$ cat src/inc/sst_pkg.sv
// package: register map, field positions and types of the serial core
package sst_pkg;

	// ****************************************
	// register map
	// ****************************************
	localparam int         ADDR_W      = 3;
	localparam logic [2:0] ADDR_CTRL1  = 3'h0;
	localparam logic [2:0] ADDR_CTRL2  = 3'h1;
	localparam logic [2:0] ADDR_SYNC   = 3'h2;
	localparam logic [2:0] ADDR_DATA   = 3'h3;
	localparam logic [2:0] ADDR_STATUS = 3'h4;

	// ****************************************
	// control 1 fields and reset value
	// ****************************************
	localparam int         C1_RX_HOLD   = 0;
	localparam int         C1_TX_HOLD   = 1;
	localparam int         C1_STRIP     = 2;
	localparam int         C1_CLR_SYNC  = 3;
	localparam int         C1_TX_IRQ_EN = 4;
	localparam int         C1_RX_IRQ_EN = 5;
	localparam logic [7:0] CTRL1_RST    = 8'h03;

	// ****************************************
	// control 2 fields and reset value
	// ****************************************
	localparam int         C2_TWO_BYTE  = 0;
	localparam int         C2_ERR_IRQ   = 1;
	localparam int         C2_SYNC_UNDF = 2;
	localparam int         C2_MODE_LO   = 3;
	localparam logic [7:0] CTRL2_RST    = 8'h00;
	localparam logic [7:0] SYNC_RST     = 8'h00;
	localparam logic [7:0] FILL_ONES    = 8'hFF;
	localparam logic [7:0] RX_IDLE      = 8'hFF;

	// ****************************************
	// types
	// ****************************************
	typedef enum logic [1:0] {
		SST_SYNC_ONE = 2'h0,
		SST_SYNC_TWO = 2'h1,
		SST_SYNC_EXT = 2'h2
	} sst_mode_e;

	typedef struct packed {
		logic [1:0] zero;
		logic       irqActive;
		logic       synced;
		logic       carrier;
		logic       overrun;
		logic       txSpace;
		logic       rxReady;
	} sst_status_s;

endpackage : sst_pkg

$ cat src/hdl/sst_core.sv
// synchronous serial transmit and receive core with register port
//
// Behaviour
// - three-byte transmit fifo, space flag with enable
// - transmit fifo advances on bus clock falls
// - one-byte and two-byte transfer modes
// - next character loads during last bit
// - transmit clock shifts, least significant first
// - underflow sends ones or sync code
// - start on first full high, falling edge
// - hold flushes fifo, space flag inhibited
// - receive shifter reads all ones in reset
// - external mode syncs on carrier input
// - single sync match per bit, then held
// - two sync needs next whole character match
// - sync codes before sync never stored
// - strip sync drops sync-code characters
// - sync kept until clear, receiver hold or external-mode carrier loss, clear inhibits search
// - characters enter fifo, move to furthest
// - ready flag per transfer mode occupancy
// - ready with enable raises low interrupt
// - fifo read clears ready, refills later
// - full input location sets overrun, overwrites
// - overrun clears after status then data read
// - external reset sets holds, clears enables
//
// The placing of the registers and the strobed register port were left to the implementer.
module sst_core #(
	parameter int CHAR_BITS = 8,
	parameter int DEPTH     = 3
) (
	input  wire logic                     clk,
	input  wire logic                     arst_n,
	input  wire logic [sst_pkg::ADDR_W-1:0] busAddr,
	input  wire logic [7:0]               busWrData,
	input  wire logic                     busWrStb,
	input  wire logic                     busRdStb,
	output logic      [7:0]               busRdData,
	input  wire logic                     busPhaseClock,
	input  wire logic                     txClk,
	input  wire logic                     rxClk,
	input  wire logic                     rxSerial,
	input  wire logic                     carrierSyncInput,
	output logic                          txSerial,
	output logic                          irqOut,
	output logic                          irqOe
);

	// ****************************************
	// input synchronisers and edge detection
	// ****************************************
	logic [4:0] syncA_reg, syncB_reg, syncC_reg;
	logic [4:0] syncA_next, syncB_next, syncC_next;

	always_comb begin
		syncA_next = {carrierSyncInput, rxSerial, rxClk, txClk, busPhaseClock};
		syncB_next = syncA_reg;
		syncC_next = syncB_reg;
	end

	always_ff @(posedge clk or negedge arst_n) begin
		if (!arst_n) begin
			syncA_reg <= 5'h00;
			syncB_reg <= 5'h00;
			syncC_reg <= 5'h00;
		end else begin
			syncA_reg <= syncA_next;
			syncB_reg <= syncB_next;
			syncC_reg <= syncC_next;
		end
	end

	logic phaseFall, txRise, txFall, rxRise, rxBit, carrier;
	assign phaseFall = syncC_reg[0] & ~syncB_reg[0];
	assign txRise    = ~syncC_reg[1] & syncB_reg[1];
	assign txFall    = syncC_reg[1] & ~syncB_reg[1];
	assign rxRise    = ~syncC_reg[2] & syncB_reg[2];
	assign rxBit     = syncB_reg[3];
	assign carrier   = syncB_reg[4];

	// ****************************************
	// control registers
	// ****************************************
	logic [7:0] ctrl1_reg, ctrl2_reg, syncCode_reg;
	logic [7:0] ctrl1_next, ctrl2_next, syncCode_next;
	logic       wrCtrl1, wrData, dataRead, statusRead;
	logic       rxHoldReset, txHoldReset, stripSync, clearSync, twoByte;
	logic       syncOnUnderflow;
	sst_pkg::sst_mode_e syncMode;

	assign wrCtrl1    = busWrStb && (busAddr == sst_pkg::ADDR_CTRL1);
	assign wrData     = busWrStb && (busAddr == sst_pkg::ADDR_DATA);
	assign dataRead   = busRdStb && (busAddr == sst_pkg::ADDR_DATA);
	assign statusRead = busRdStb && (busAddr == sst_pkg::ADDR_STATUS);

	assign rxHoldReset     = ctrl1_reg[sst_pkg::C1_RX_HOLD];
	assign txHoldReset     = ctrl1_reg[sst_pkg::C1_TX_HOLD];
	assign stripSync       = ctrl1_reg[sst_pkg::C1_STRIP];
	assign clearSync       = ctrl1_reg[sst_pkg::C1_CLR_SYNC];
	assign twoByte         = ctrl2_reg[sst_pkg::C2_TWO_BYTE];
	assign syncOnUnderflow = ctrl2_reg[sst_pkg::C2_SYNC_UNDF];
	assign syncMode        = sst_pkg::sst_mode_e'(ctrl2_reg[sst_pkg::C2_MODE_LO +: 2]);

	// ****************************************
	// transmit fifo and shifter
	// ****************************************
	typedef enum logic [3:0] {
		TX_HOLD  = 4'b0001,
		TX_WAIT  = 4'b0010,
		TX_ARMED = 4'b0100,
		TX_RUN   = 4'b1000
	} sst_tx_e;

	sst_tx_e    txState_reg, txState_next;
	logic [7:0] txFifo_reg [DEPTH];
	logic [7:0] txFifo_next [DEPTH];
	logic [DEPTH-1:0] txValid_reg, txValid_next;
	logic [7:0] txShift_reg, txShift_next, txPick_reg, txPick_next;
	logic [2:0] txCnt_reg, txCnt_next;
	logic       txSerial_next, txFlush_reg, txFlush_next, txPickNow;
	logic       txSpaceFlag;

	// inhibited while held so a preload cannot raise a false request
	assign txSpaceFlag = !txHoldReset && !txFlush_reg && !txValid_reg[0]
		&& (!twoByte || !txValid_reg[1]);
	assign txPickNow = (txState_reg == TX_WAIT && txRise)
		|| (txState_reg == TX_RUN && txRise && txCnt_reg == 3'(CHAR_BITS - 1));

	always_comb begin
		txState_next  = txState_reg;
		txFifo_next   = txFifo_reg;
		txValid_next  = txValid_reg;
		txShift_next  = txShift_reg;
		txPick_next   = txPick_reg;
		txCnt_next    = txCnt_reg;
		txSerial_next = txSerial;
		txFlush_next  = txFlush_reg;
		if (wrCtrl1 && busWrData[sst_pkg::C1_TX_HOLD] && !txHoldReset)
			txFlush_next = 1'b1;
		else if (phaseFall)
			txFlush_next = 1'b0;
		if (txPickNow) begin
			if (txValid_reg[DEPTH-1]) begin
				txPick_next              = txFifo_reg[DEPTH-1];
				txValid_next[DEPTH-1]    = 1'b0;
			end else begin
				txPick_next = syncOnUnderflow ? syncCode_reg : sst_pkg::FILL_ONES;
			end
		end
		if (phaseFall) begin
			for (int i = DEPTH - 1; i > 0; i--) begin
				if (!txValid_next[i] && txValid_next[i-1]) begin
					txFifo_next[i]    = txFifo_next[i-1];
					txValid_next[i]   = 1'b1;
					txValid_next[i-1] = 1'b0;
				end
			end
		end
		if (wrData && !txFlush_reg && !txValid_next[0]) begin
			txFifo_next[0]  = busWrData;
			txValid_next[0] = 1'b1;
		end
		if (txFlush_reg || txFlush_next)
			txValid_next = '0;
		case (txState_reg)
			TX_HOLD: begin
				if (!txHoldReset)
					txState_next = TX_WAIT;
			end
			TX_WAIT: begin
				if (txRise)
					txState_next = TX_ARMED;
			end
			TX_ARMED: begin
				if (txFall) begin
					txShift_next  = txPick_reg;
					txSerial_next = txPick_reg[0];
					txCnt_next    = 3'h0;
					txState_next  = TX_RUN;
				end
			end
			TX_RUN: begin
				if (txFall) begin
					if (txCnt_reg == 3'(CHAR_BITS - 1)) begin
						txShift_next  = txPick_reg;
						txSerial_next = txPick_reg[0];
						txCnt_next    = 3'h0;
					end else begin
						txCnt_next    = txCnt_reg + 3'h1;
						txSerial_next = txShift_reg[txCnt_next];
					end
				end
			end
			default: txState_next = TX_HOLD;
		endcase
		if (txHoldReset) begin
			txState_next  = TX_HOLD;
			txSerial_next = 1'b1;
			txCnt_next    = 3'h0;
		end
	end

	always_ff @(posedge clk or negedge arst_n) begin
		if (!arst_n) begin
			txState_reg <= TX_HOLD;
			txFifo_reg  <= '{default: 8'h00};
			txValid_reg <= '0;
			txShift_reg <= 8'hFF;
			txPick_reg  <= 8'hFF;
			txCnt_reg   <= 3'h0;
			txSerial    <= 1'b1;
			txFlush_reg <= 1'b1;
		end else begin
			txState_reg <= txState_next;
			txFifo_reg  <= txFifo_next;
			txValid_reg <= txValid_next;
			txShift_reg <= txShift_next;
			txPick_reg  <= txPick_next;
			txCnt_reg   <= txCnt_next;
			txSerial    <= txSerial_next;
			txFlush_reg <= txFlush_next;
		end
	end

	// ****************************************
	// receive synchroniser, fifo and overrun
	// ****************************************
	typedef enum logic [2:0] {
		RX_HUNT   = 3'b001,
		RX_SECOND = 3'b010,
		RX_SYNCED = 3'b100
	} sst_rx_e;

	sst_rx_e    rxState_reg, rxState_next;
	logic [7:0] rxShift_reg, rxShift_next, rxShiftIn;
	logic [7:0] rxFifo_reg [DEPTH];
	logic [7:0] rxFifo_next [DEPTH];
	logic [DEPTH-1:0] rxValid_reg, rxValid_next;
	logic [2:0] rxCnt_reg, rxCnt_next;
	logic       overrun_reg, overrun_next, ovrSeen_reg, ovrSeen_next;
	logic       rxPush, rxLast, rxReady, ovrSet;

	assign rxShiftIn = {rxBit, rxShift_reg[7:1]};
	assign rxLast    = rxRise && rxCnt_reg == 3'(CHAR_BITS - 1);
	assign rxPush    = rxState_reg == RX_SYNCED && rxLast && !rxHoldReset
		&& !(syncMode == sst_pkg::SST_SYNC_EXT && !carrier)
		&& !(stripSync && rxShiftIn == syncCode_reg);
	assign rxReady   = rxValid_reg[DEPTH-1] && (!twoByte || rxValid_reg[DEPTH-2]);

	always_comb begin
		rxState_next = rxState_reg;
		rxShift_next = rxRise ? rxShiftIn : rxShift_reg;
		rxCnt_next   = rxRise ? rxCnt_reg + 3'h1 : rxCnt_reg;
		rxFifo_next  = rxFifo_reg;
		rxValid_next = rxValid_reg;
		case (rxState_reg)
			RX_HUNT: begin
				rxCnt_next = 3'h0;
				if (syncMode == sst_pkg::SST_SYNC_EXT) begin
					if (carrier)
						rxState_next = RX_SYNCED;
				end else if (rxRise && !clearSync && rxShiftIn == syncCode_reg) begin
					rxState_next = (syncMode == sst_pkg::SST_SYNC_TWO) ? RX_SECOND
						: RX_SYNCED;
				end
			end
			RX_SECOND: begin
				if (rxLast)
					rxState_next = (rxShiftIn == syncCode_reg) ? RX_SYNCED
						: RX_HUNT;
			end
			RX_SYNCED: begin
				if (syncMode == sst_pkg::SST_SYNC_EXT && !carrier)
					rxState_next = RX_HUNT;
			end
			default: rxState_next = RX_HUNT;
		endcase
		if (clearSync)
			rxState_next = RX_HUNT;
		if (dataRead)
			rxValid_next[DEPTH-1] = 1'b0;
		if (phaseFall) begin
			for (int i = DEPTH - 1; i > 0; i--) begin
				if (!rxValid_next[i] && rxValid_next[i-1]) begin
					rxFifo_next[i]    = rxFifo_next[i-1];
					rxValid_next[i]   = 1'b1;
					rxValid_next[i-1] = 1'b0;
				end
			end
		end
		ovrSet = rxPush && rxValid_next[0];
		if (rxPush) begin
			rxFifo_next[0]  = rxShiftIn;
			rxValid_next[0] = 1'b1;
		end
		if (rxHoldReset) begin
			rxState_next = RX_HUNT;
			rxShift_next = sst_pkg::RX_IDLE;
			rxCnt_next   = 3'h0;
			rxValid_next = '0;
		end
		// a fresh overrun beats the pending clear
		if (ovrSet) begin
			overrun_next = 1'b1;
			ovrSeen_next = 1'b0;
		end else if (ovrSeen_reg && dataRead) begin
			overrun_next = 1'b0;
			ovrSeen_next = 1'b0;
		end else begin
			overrun_next = overrun_reg;
			ovrSeen_next = ovrSeen_reg || (statusRead && overrun_reg);
		end
	end

	always_ff @(posedge clk or negedge arst_n) begin
		if (!arst_n) begin
			rxState_reg <= RX_HUNT;
			rxShift_reg <= sst_pkg::RX_IDLE;
			rxCnt_reg   <= 3'h0;
			rxFifo_reg  <= '{default: 8'h00};
			rxValid_reg <= '0;
			overrun_reg <= 1'b0;
			ovrSeen_reg <= 1'b0;
		end else begin
			rxState_reg <= rxState_next;
			rxShift_reg <= rxShift_next;
			rxCnt_reg   <= rxCnt_next;
			rxFifo_reg  <= rxFifo_next;
			rxValid_reg <= rxValid_next;
			overrun_reg <= overrun_next;
			ovrSeen_reg <= ovrSeen_next;
		end
	end

	// ****************************************
	// register port and interrupt
	// ****************************************
	sst_pkg::sst_status_s status;
	logic [7:0] busRdData_next;
	logic       irqOe_next, irqReq;

	assign irqReq = (ctrl1_reg[sst_pkg::C1_RX_IRQ_EN] && rxReady)
		|| (ctrl2_reg[sst_pkg::C2_ERR_IRQ] && overrun_reg)
		|| (ctrl1_reg[sst_pkg::C1_TX_IRQ_EN] && txSpaceFlag);

	always_comb begin
		status         = '0;
		status.rxReady = rxReady;
		status.txSpace = txSpaceFlag;
		status.overrun = overrun_reg;
		status.carrier = carrier;
		status.synced  = rxState_reg == RX_SYNCED;
		status.irqActive = irqOe;
		ctrl1_next     = ctrl1_reg;
		ctrl2_next     = ctrl2_reg;
		syncCode_next  = syncCode_reg;
		busRdData_next = 8'h00;
		irqOe_next     = irqReq;
		if (busWrStb) begin
			case (busAddr)
				sst_pkg::ADDR_CTRL1: ctrl1_next    = busWrData;
				sst_pkg::ADDR_CTRL2: ctrl2_next    = busWrData;
				sst_pkg::ADDR_SYNC:  syncCode_next = busWrData;
				default: ;
			endcase
		end
		if (busRdStb) begin
			case (busAddr)
				sst_pkg::ADDR_CTRL1:  busRdData_next = ctrl1_reg;
				sst_pkg::ADDR_CTRL2:  busRdData_next = ctrl2_reg;
				sst_pkg::ADDR_SYNC:   busRdData_next = syncCode_reg;
				sst_pkg::ADDR_DATA:   busRdData_next = rxFifo_reg[DEPTH-1];
				sst_pkg::ADDR_STATUS: busRdData_next = status;
				default:              busRdData_next = 8'h00;
			endcase
		end
	end

	always_ff @(posedge clk or negedge arst_n) begin
		if (!arst_n) begin
			ctrl1_reg    <= sst_pkg::CTRL1_RST;
			ctrl2_reg    <= sst_pkg::CTRL2_RST;
			syncCode_reg <= sst_pkg::SYNC_RST;
			busRdData    <= 8'h00;
			irqOe        <= 1'b0;
			irqOut       <= 1'b0;
		end else begin
			ctrl1_reg    <= ctrl1_next;
			ctrl2_reg    <= ctrl2_next;
			syncCode_reg <= syncCode_next;
			busRdData    <= busRdData_next;
			irqOe        <= irqOe_next;
			irqOut       <= 1'b0;
		end
	end
endmodule : sst_core

$ cat config.mk
export PLATFORM = sky130hd
export DESIGN_NAME = sst_core
export DESIGN_NICKNAME = d
export VERILOG_FILES = /design/src/inc/sst_pkg.sv /design/src/hdl/sst_core.sv
export SDC_FILE = /design/constraint.sdc
export NUM_CORES = 1
export LEC_CHECK = 0
export BUFFER_PORTS_ARGS = -buffer_cell sky130_fd_sc_hd__buf_2
export CAP_MARGIN = 10
export CORE_ASPECT_RATIO = 0.8
export CORE_MARGIN = 2
export CORE_UTILIZATION = 55
export DETAILED_ROUTE_END_ITERATION = 6
export PLACE_DENSITY_LB_ADDON = 0.05
export SKIP_CTS_REPAIR_TIMING = 1
export SYNTH_ARGS = -nofsm -noshare
export SYNTH_HDL_FRONTEND = slang
export SYNTH_SLANG_ARGS = --single-unit
$ cat constraint.sdc
create_clock -name clk -period 2.55 [get_ports clk]
set_input_delay 0.255 -clock clk [delete_from_list [all_inputs] [get_ports clk]]
set_output_delay 0.255 -clock clk [all_outputs]
set_load 0.03 [all_outputs]
==> summary by stage, run 1 <==
Yosys
The flop and latch count out of synthesis is 140. The combinational family with the most area after synthesis is multiplexers. The xor and xnor fraction of the mapped netlist area is 1.273%. In the synthesized netlist the dominant register cell turns out to be sky130_fd_sc_hd__dfrtp_1.

Summing the areas of all fa, ha and maj instances in the mapped netlist gives 0.8081% of the synthesized area. The simple-gate share of the synthesized area is between 10 and 15%. The top cell type by total area after synthesis is sky130_fd_sc_hd__dfrtp_1. The synthesized design devotes to its leading area cell type between 40% and 50% of total area. The synthesized design contains 0 enable-type register cells.

In the post-synthesis netlist, the biggest area contributors are sky130_fd_sc_hd__dfrtp_1 45%, sky130_fd_sc_hd__mux2_2 13%, sky130_fd_sc_hd__dfstp_2 12%. The synthesized netlist occupies a cell area of 6193 µm². The net count after synthesis is 529. The fraction of registers with async set/reset is 100.0%.

Sequential cells were found to cover 57.15% of the synthesized design area. Summing the areas of all compound-gate instances in the mapped netlist gives 9.919% of the synthesized area. After synthesis, the mean cell area works out to 12.26 µm².

Synthesis handed over a netlist of 505 instances. Of the post-synthesis cell area, the part taken by muxes is 17.29%. The distinct cell type count of the synthesized netlist is 53. The total of warnings raised by yosys is 0.

Timing
The number of setup violations in the final report is 0. For this run, the top clock speed supported by timing is 421.6 MHz. The max-slew violation count is 0. The number of endpoints with negative hold slack in the final report is 0.

The share of the cycle needed by the critical path after routing is 93.01%. The final setup TNS is 0 ns. Hold is met by 0.09103 ns.

For the pin with the worst max-slew slack, the measured transition is 0.6854 ns. Setup repair after global routing left no endpoint under its margin. The relative slew slack is 53.12%. The time the final worst path needs with I/O delays and setup is 2.372 ns.

The clock arrives with 0.006962 ns of skew.

Route
The count of nets left with antenna violations once routing finished came out at 0. The first detailed-routing pass took 4 iterations. The DRC marker count from the first detailed-route iteration is 380. The final routed wire length divided by cell count is 18.49 µm. The total DRC errors in the routed layout is 0. Across all layers, the routed design uses roughly 4100 vias.

After detailed routing, the total wire length is 13030 µm. The post-detailed-route via-to-cell ratio is between 5 and 6.

Setup path
The worst endpoint required time is 2.85 ns. In this design, the critical path's most frequently occurring cell is sky130_fd_sc_hd__ha_1. STA classifies the critical path endpoint as a register.

The worst setup path is launched from a register. For this run, the slowest stage of the critical path takes 0.39 ns. Along the worst path, the maximum fanout reaches 8. The worst setup path startpoint is txCnt_reg[1]$_DFFE_PN0P_. The slowest cell on the critical path is sky130_fd_sc_hd__a2111o_1. The classification of the worst setup path is register to register. The data arrival time of the worst path is 2.67 ns. The worst register-to-register path begins at txCnt_reg[1]$_DFFE_PN0P_. Walking the worst path, the cells encountered are ha_1, ha_1, nand3b_1, a2111o_1, a31o_1, a211oi_4, buf_12, mux2_2.

Power
Summed over all nets, the switching power comes to 1.791 mW. The power per cell area is between 900 and 1000 nW/µm². Combinational cells account for 15.5% of the total power. The total design power is 6.503 mW. The worst-case IR drop observed on VDD is 0.0005281 V. Sequential cells account for approximately 46% of the total power. Summed over all cells, the static leakage comes to 3.228 nW. Internal power comes to 4.711 mW.

In this run, the clock network consumes between 30% and 40% of the power. Net switching is approximately 28% of the power.

Floorplanning
The die covers approximately 12000 µm². The floorplan die height is between 90 and 100 µm. The effective utilization at floorplan is 56.65%.

Pin placement for this block handled 31 I/O pins. In this run the core area contains 34 standard-cell rows. In this run the standard cell core region covers ~11000 µm². The x dimension of the die is 122.6 µm.

Global routing
The via count of the first global-routing pass is 4066. Global routing used 23.39% of the available tracks. The total overflow left after global routing is 0. Entering global routing, the biggest net connects 101 pins. The first global-routing pass estimated between 20000 and 25000 µm of wire. The number of antenna violations at the first check in global routing is 0.

CTS
The maximum number of buffers from clock root to sink is 2. Clock latency on the worst-skew pair, taken at its later pin, is 0.42 ns. Clock-pin slew was measured on the worst setup and hold paths at 0.06 ns. The clock drives 140 sinks. CTS built an H-tree with a depth of 4.

TritonCTS built the clock tree. The CTS buffer count is 17. The cell at the root of the clock tree is sky130_fd_sc_hd__clkbuf_16.

Outcome
The run finished with clean final reports.

Place
The detailed-placement wirelength estimate is 9104 µm. The placer congestion estimate is slightly above 0.9. Buffers placed on the I/O ports in this run total 29.

Layout
The count of nets after finishing is 572. The share of final-layout standard cells stronger than drive strength 1 is 34.22%. 0 antenna diodes ended up in the layout. The post-route core utilization is 66.01%. The area growth from synthesis to layout is 16.53%.

Worst hold path
The kind of path behind the tightest hold check is input port to register. The origin of the worst min-delay path is busWrData[7].

Flow run
The tool flagged a number of max-cap violations equal to 0.
[Yosys cell counts, drive strengths merged (7+ instances only)]
cell type and n:
nor2 15, nand2 40, nor2b 14, nand2b 11, o21ai 31, a211o 7
mux2 74, inv 13, dfstp 29, nand3 9, dfrtp 111, clkbuf 20
mux2i 8, a21oi 33, mux4 7
[cells by family (layout without fill, tap and decap cells)]
logic type | after synthesis | count (layout)
AO/OA/AOI/OAI | 97 | 97
XOR/XNOR | 9 | 9
adder cells (fa/ha/maj) | 4 | 4
buffers and inverters | 39 | 95
flip-flops | 140 | 140
multiplexers | 89 | 89
other | 1 | 1
AND/OR/NAND/NOR | 126 | 126
[cell type report]
class | count | area, µm²
Fill cell | 818 | 3716
Sequential cell | 140 | 3540
Multi-Input combinational cell | 326 | 2501
Clock buffer | 19 | 432.9
Timing Repair Buffer | 50 | 349.1
Tap cell | 144 | 180.2
Clock inverter | 13 | 165.2
Inverter | 13 | 48.80
[metal layers]
metal	global-route usage [%]	wire length, µm
met5	0	0
met1	35.69	6547
met4	7.869	144
met3	6.308	666
met2	32.31	5675
[through the flow]
stage                     cell area [µm²]  instances  worst slack [ns]
final                                7217        705            0.1782
after global routing                 7217        705           0.05096
after CTS                            7137        698          0.001244
after detailed placement             6539        666           0.05169
after global placement               6539        666            0.1010
after floorplan                      6193        505            0.1747
[power by group through the flow]
stage / Sequential [mW] / Clock, mW / Combinational (mW)
finish: 2.99 / 2.51 / 1.01
global route: 3.04 / 2.66 / 1.12
CTS: 2.99 / 2.54 / 1.00
detailed placement: 3.02 / 0 / 0.994
global placement: 3.01 / 0 / 0.952
floorplan: 2.89 / 0 / 0.752
[final timing paths]
path                                          endpoint  slack (ns)  cells after the start
hold / removal             syncCode_reg[7]$_DFFE_PN0P_        0.09                      3
setup reg to reg            txFifo_reg[18]$_DFFE_PN0P_        0.18                      8
max in group asynchronous   rxShift_reg[5]$_DFFE_PN1P_        1.39                      3
hold reg to reg                 syncB_reg[3]$_DFF_PN0_        0.35                      0
setup / recovery            txFifo_reg[18]$_DFFE_PN0P_        0.18                      8
min in group asynchronous       syncB_reg[2]$_DFF_PN0_        0.31                      2
[worst max-delay path, delay by kind of cell, from the launching register on]
family / cells / cell delay (ns)
DFF: 1 / 0.37
muxes: 1 / 0.34
AOI/OAI and AO/OA: 3 / 0.91
and+or+nand+nor: 1 / 0.10
buffers and inverters: 1 / 0.16
adders and majority gates: 2 / 0.37
[layout by cell type, fill, tap and decap left out, types with 4 or more instances in the layout]
cell type,netlist,layout
sky130_fd_sc_hd__a22oi_1,4,4
sky130_fd_sc_hd__a21boi_0,4,4
sky130_fd_sc_hd__nand2_1,40,40
sky130_fd_sc_hd__ha_1,4,4
sky130_fd_sc_hd__nor2b_1,14,14
sky130_fd_sc_hd__a211o_1,7,7
sky130_fd_sc_hd__nor4b_1,4,4
sky130_fd_sc_hd__clkinvlp_4,0,4
sky130_fd_sc_hd__buf_2,2,28
sky130_fd_sc_hd__dlygate4sd3_1,0,6
sky130_fd_sc_hd__buf_4,1,13
sky130_fd_sc_hd__mux4_2,7,7
sky130_fd_sc_hd__dfstp_2,29,29
sky130_fd_sc_hd__clkbuf_16,0,17
sky130_fd_sc_hd__a21oi_1,32,32
sky130_fd_sc_hd__nand3_1,9,9
sky130_fd_sc_hd__nor2_1,15,15
sky130_fd_sc_hd__nor3_1,4,4
sky130_fd_sc_hd__nand2b_1,11,11
sky130_fd_sc_hd__o21ai_0,31,31
sky130_fd_sc_hd__nand3b_1,6,6
sky130_fd_sc_hd__inv_1,13,13
sky130_fd_sc_hd__xor2_1,6,6
sky130_fd_sc_hd__mux2i_1,8,8
sky130_fd_sc_hd__mux2_2,74,74
sky130_fd_sc_hd__dfrtp_1,111,111
No activity file was read; power rests on OpenSTA's default activity.
==> run 2, diff against run 1 <==
--- a/config.mk
+++ b/config.mk
@@ -7,12 +7,15 @@
 export LEC_CHECK = 0
 export BUFFER_PORTS_ARGS = -buffer_cell sky130_fd_sc_hd__buf_2
 export CAP_MARGIN = 10
+export CELL_PAD_IN_SITES_DETAIL_PLACEMENT = 1
+export CELL_PAD_IN_SITES_GLOBAL_PLACEMENT = 1
 export CORE_ASPECT_RATIO = 0.8
 export CORE_MARGIN = 2
-export CORE_UTILIZATION = 55
+export CORE_UTILIZATION = 45
 export DETAILED_ROUTE_END_ITERATION = 6
 export PLACE_DENSITY_LB_ADDON = 0.05
 export SKIP_CTS_REPAIR_TIMING = 1
+export SKIP_LAST_GASP = 1
 export SYNTH_ARGS = -nofsm -noshare
 export SYNTH_HDL_FRONTEND = slang
 export SYNTH_SLANG_ARGS = --single-unit
==> summary by stage, run 2 (synthesis results as in run 1) <==
Route
After the first detailed-routing iteration, the DRC count stood at 175. The number of detailed-route iterations in the first pass is 4. For this block, the via count after detailed routing is about 4000.

The count of nets left with antenna violations once routing finished came out at 0. The total DRC errors in the routed layout is 0. The wire length reported by the detailed router is 14640 µm. The final routed wire length divided by cell count is 19.65 µm. After detailed routing, the number of vias per cell comes to 5.507.

Place
The post-placement cell count is roughly 700. At the end of routability-driven placement, the weighted congestion stood at 0.8175. The count of port buffers added during placement is 29. The detailed-placement wirelength estimate is 10310 µm.

Global routing
The via count of the first global-routing pass is 4254. The leftover overflow at the end of global routing is 0. The number of antenna violations at the first check in global routing is 0. Entering global routing, the biggest net connects 63 pins. The first-pass GRT wire length is 24090 µm. In the global route stage, overall resource usage came out at 22.04%.

Setup path
STA classifies the critical path endpoint as a register. The worst endpoint required time is roughly 2.9 ns. The critical path is of the register to register type. STA puts the critical path data arrival time at 2.72 ns. The worst setup path is launched from a register.

For the worst flop-to-flop path, the logic depth is 8. The setup check on the worst reg-to-reg path leaves a slack of 0.14 ns. In this run the critical register-to-register path is launched from txCnt_reg[1]$_DFFE_PN0P_. The worst reg2reg path endpoint is txFifo_reg[23]$_DFFE_PN0P_. Of all nets on the critical path, the largest fanout is 8.

CTS
The clock latency on the worst-skew pair is approximately 0.42 ns. CTS built an H-tree with a depth of 4. TritonCTS built the clock tree. The cell at the root of the clock tree is sky130_fd_sc_hd__clkbuf_16. The maximum number of buffers from clock root to sink is 2. The sink count of the clock tree is 140.

After clock tree synthesis, the clock-pin slew on the worst setup and hold paths is 0.06 ns. The CTS buffer count is 17.

Timing
The max-slew violation count was 0. The number of endpoints with negative hold slack in the final report is 0. The transition time at the pin with the least slew margin is 0.7054 ns. Setup repair after global routing left no endpoint under its margin. Timing would allow up to around 410 MHz. The number of setup violations in the final report is 0.

The clock period could shrink to 2.411 ns. The final setup TNS is 0 ns. On the final layout, the worst clock skew is approximately 0.0075 ns. Headroom to the max-slew limit came out at approximately half.

The share of the cycle needed by the critical path after routing is 94.57%.

Flow run
The tool flagged a number of max-cap violations equal to 0.

Worst hold path
The worst hold path begins at busWrData[6]. For hold timing, the worst endpoint is syncCode_reg[6]$_DFFE_PN0P_. The path class of the tightest hold or removal check is input port to register. The cell count of the worst hold path is 3.

Layout
The area growth from synthesis to layout is 17.88%. In the final layout, the multi-input gates occupy between 2000 and 3000 µm². Leaving out fill and tap cells, the most frequent cell in the layout is sky130_fd_sc_hd__dfrtp_1. In the layout the commonest cells are 111 x sky130_fd_sc_hd__dfrtp_1, 74 x sky130_fd_sc_hd__mux2_2, 40 x sky130_fd_sc_hd__nand2_1. The number of inserted filler cells in the final layout is approximately 1400. After the last flow step, the layout net total stands at 576. The count of inserted antenna diode cells is 0. The share of final-layout standard cells stronger than drive strength 1 is 34.34%. The total area of sequential cells is 3540 µm².

The post-route non-filler standard cell count is 745. Once layout is complete, the utilization of the core stands at between 50 and 60%.

Floorplanning
The core region area is 13500 µm². The die is 108.9 µm tall. In this run the core area contains 38 standard-cell rows. Pin placement for this block handled 31 I/O pins. The die area is roughly 15000 µm².

The x dimension of the die is 135.2 µm. The initial utilization of the core area, before any placement, comes to 45.87%.

Power
In this run the static leakage power is 3.259 nW. In this run the power density over the cells is 909.0 nW/µm². Across the VDD grid, the largest voltage drop is 0.0005082 V. The design draws 6.637 mW.

Outcome
The run finished with clean final reports.
-- run 2: changes by cell type in the layout (fill, tap and decap cells not counted), sizes merged --
cell      previous run  this run
buf                 44        48
clkinvlp             4         2
clkbuf              19        21
inv                 16        15
bufinv               3         4
-- run 2: worst max-delay path, cell delays in order (launching register included) --
cell and delay (ns):
sky130_fd_sc_hd__dfrtp_1 0.38, sky130_fd_sc_hd__ha_1 0.16, sky130_fd_sc_hd__ha_1 0.21, sky130_fd_sc_hd__nand3b_1 0.09
sky130_fd_sc_hd__a2111o_1 0.39, sky130_fd_sc_hd__a31o_1 0.27, sky130_fd_sc_hd__a211oi_4 0.25, sky130_fd_sc_hd__buf_6 0.18
sky130_fd_sc_hd__mux2_2 0.35
-- run 2: worst max path at each step --
stage                                            end  slack (ns)                startpoint
after detailed placement  txFifo_reg[23]$_DFFE_PN0P_        0.12  txCnt_reg[1]$_DFFE_PN0P_
after floorplan           txFifo_reg[16]$_DFFE_PN0P_        0.17  txCnt_reg[0]$_DFFE_PN0P_
after global placement    txFifo_reg[23]$_DFFE_PN0P_        0.20  txCnt_reg[1]$_DFFE_PN0P_
final                     txFifo_reg[23]$_DFFE_PN0P_        0.14  txCnt_reg[1]$_DFFE_PN0P_
after CTS                 txFifo_reg[23]$_DFFE_PN0P_        0.10  txCnt_reg[1]$_DFFE_PN0P_
after global routing      txFifo_reg[23]$_DFFE_PN0P_        0.02  txCnt_reg[1]$_DFFE_PN0P_
-- run 2: final cells by class --
cell class                      instances  area share [%]
Clock inverter                         11           2.296
Clock buffer                           21           6.033
Inverter                               13          0.6684
Sequential cell                       140           48.48
Tap cell                              180           3.085
Timing Repair Buffer                   54           5.073
Multi-Input combinational cell        326           34.36
-- run 2: layer usage --
layer / vias to the layer above / share of wire, % / global-route usage, %
li1: 1906 / - / -
met1: 2119 / 51 / 32.60
met2: 60 / 44 / 32.41
met3: 18 / 3.0 / 4.463
met4: 0 / 1.6 / 7.813
met5: - / 0 / 0
-- run 2: per-stage QoR --
stage / worst slack [ns] / area [µm²] / hold slack (ns)
6_report: 0.1385 / 7301 / 0.09004
5_1_grt: 0.01816 / 7301 / 0.1221
4_1_cts: 0.1038 / 7229 / -0.2172
3_5_place_dp: 0.1155 / 6621 / 0.2334
3_3_place_gp: 0.1978 / 6621 / 0.2286
2_1_floorplan: 0.1747 / 6193 / -0.04059
-- run 2: power by group --
part / switching [mW] / leakage, nW / internal [mW]
clock: 0.950 / 0.292 / 1.64
sequential: 0.316 / 1.75 / 2.68
combinational: 0.553 / 1.22 / 0.505
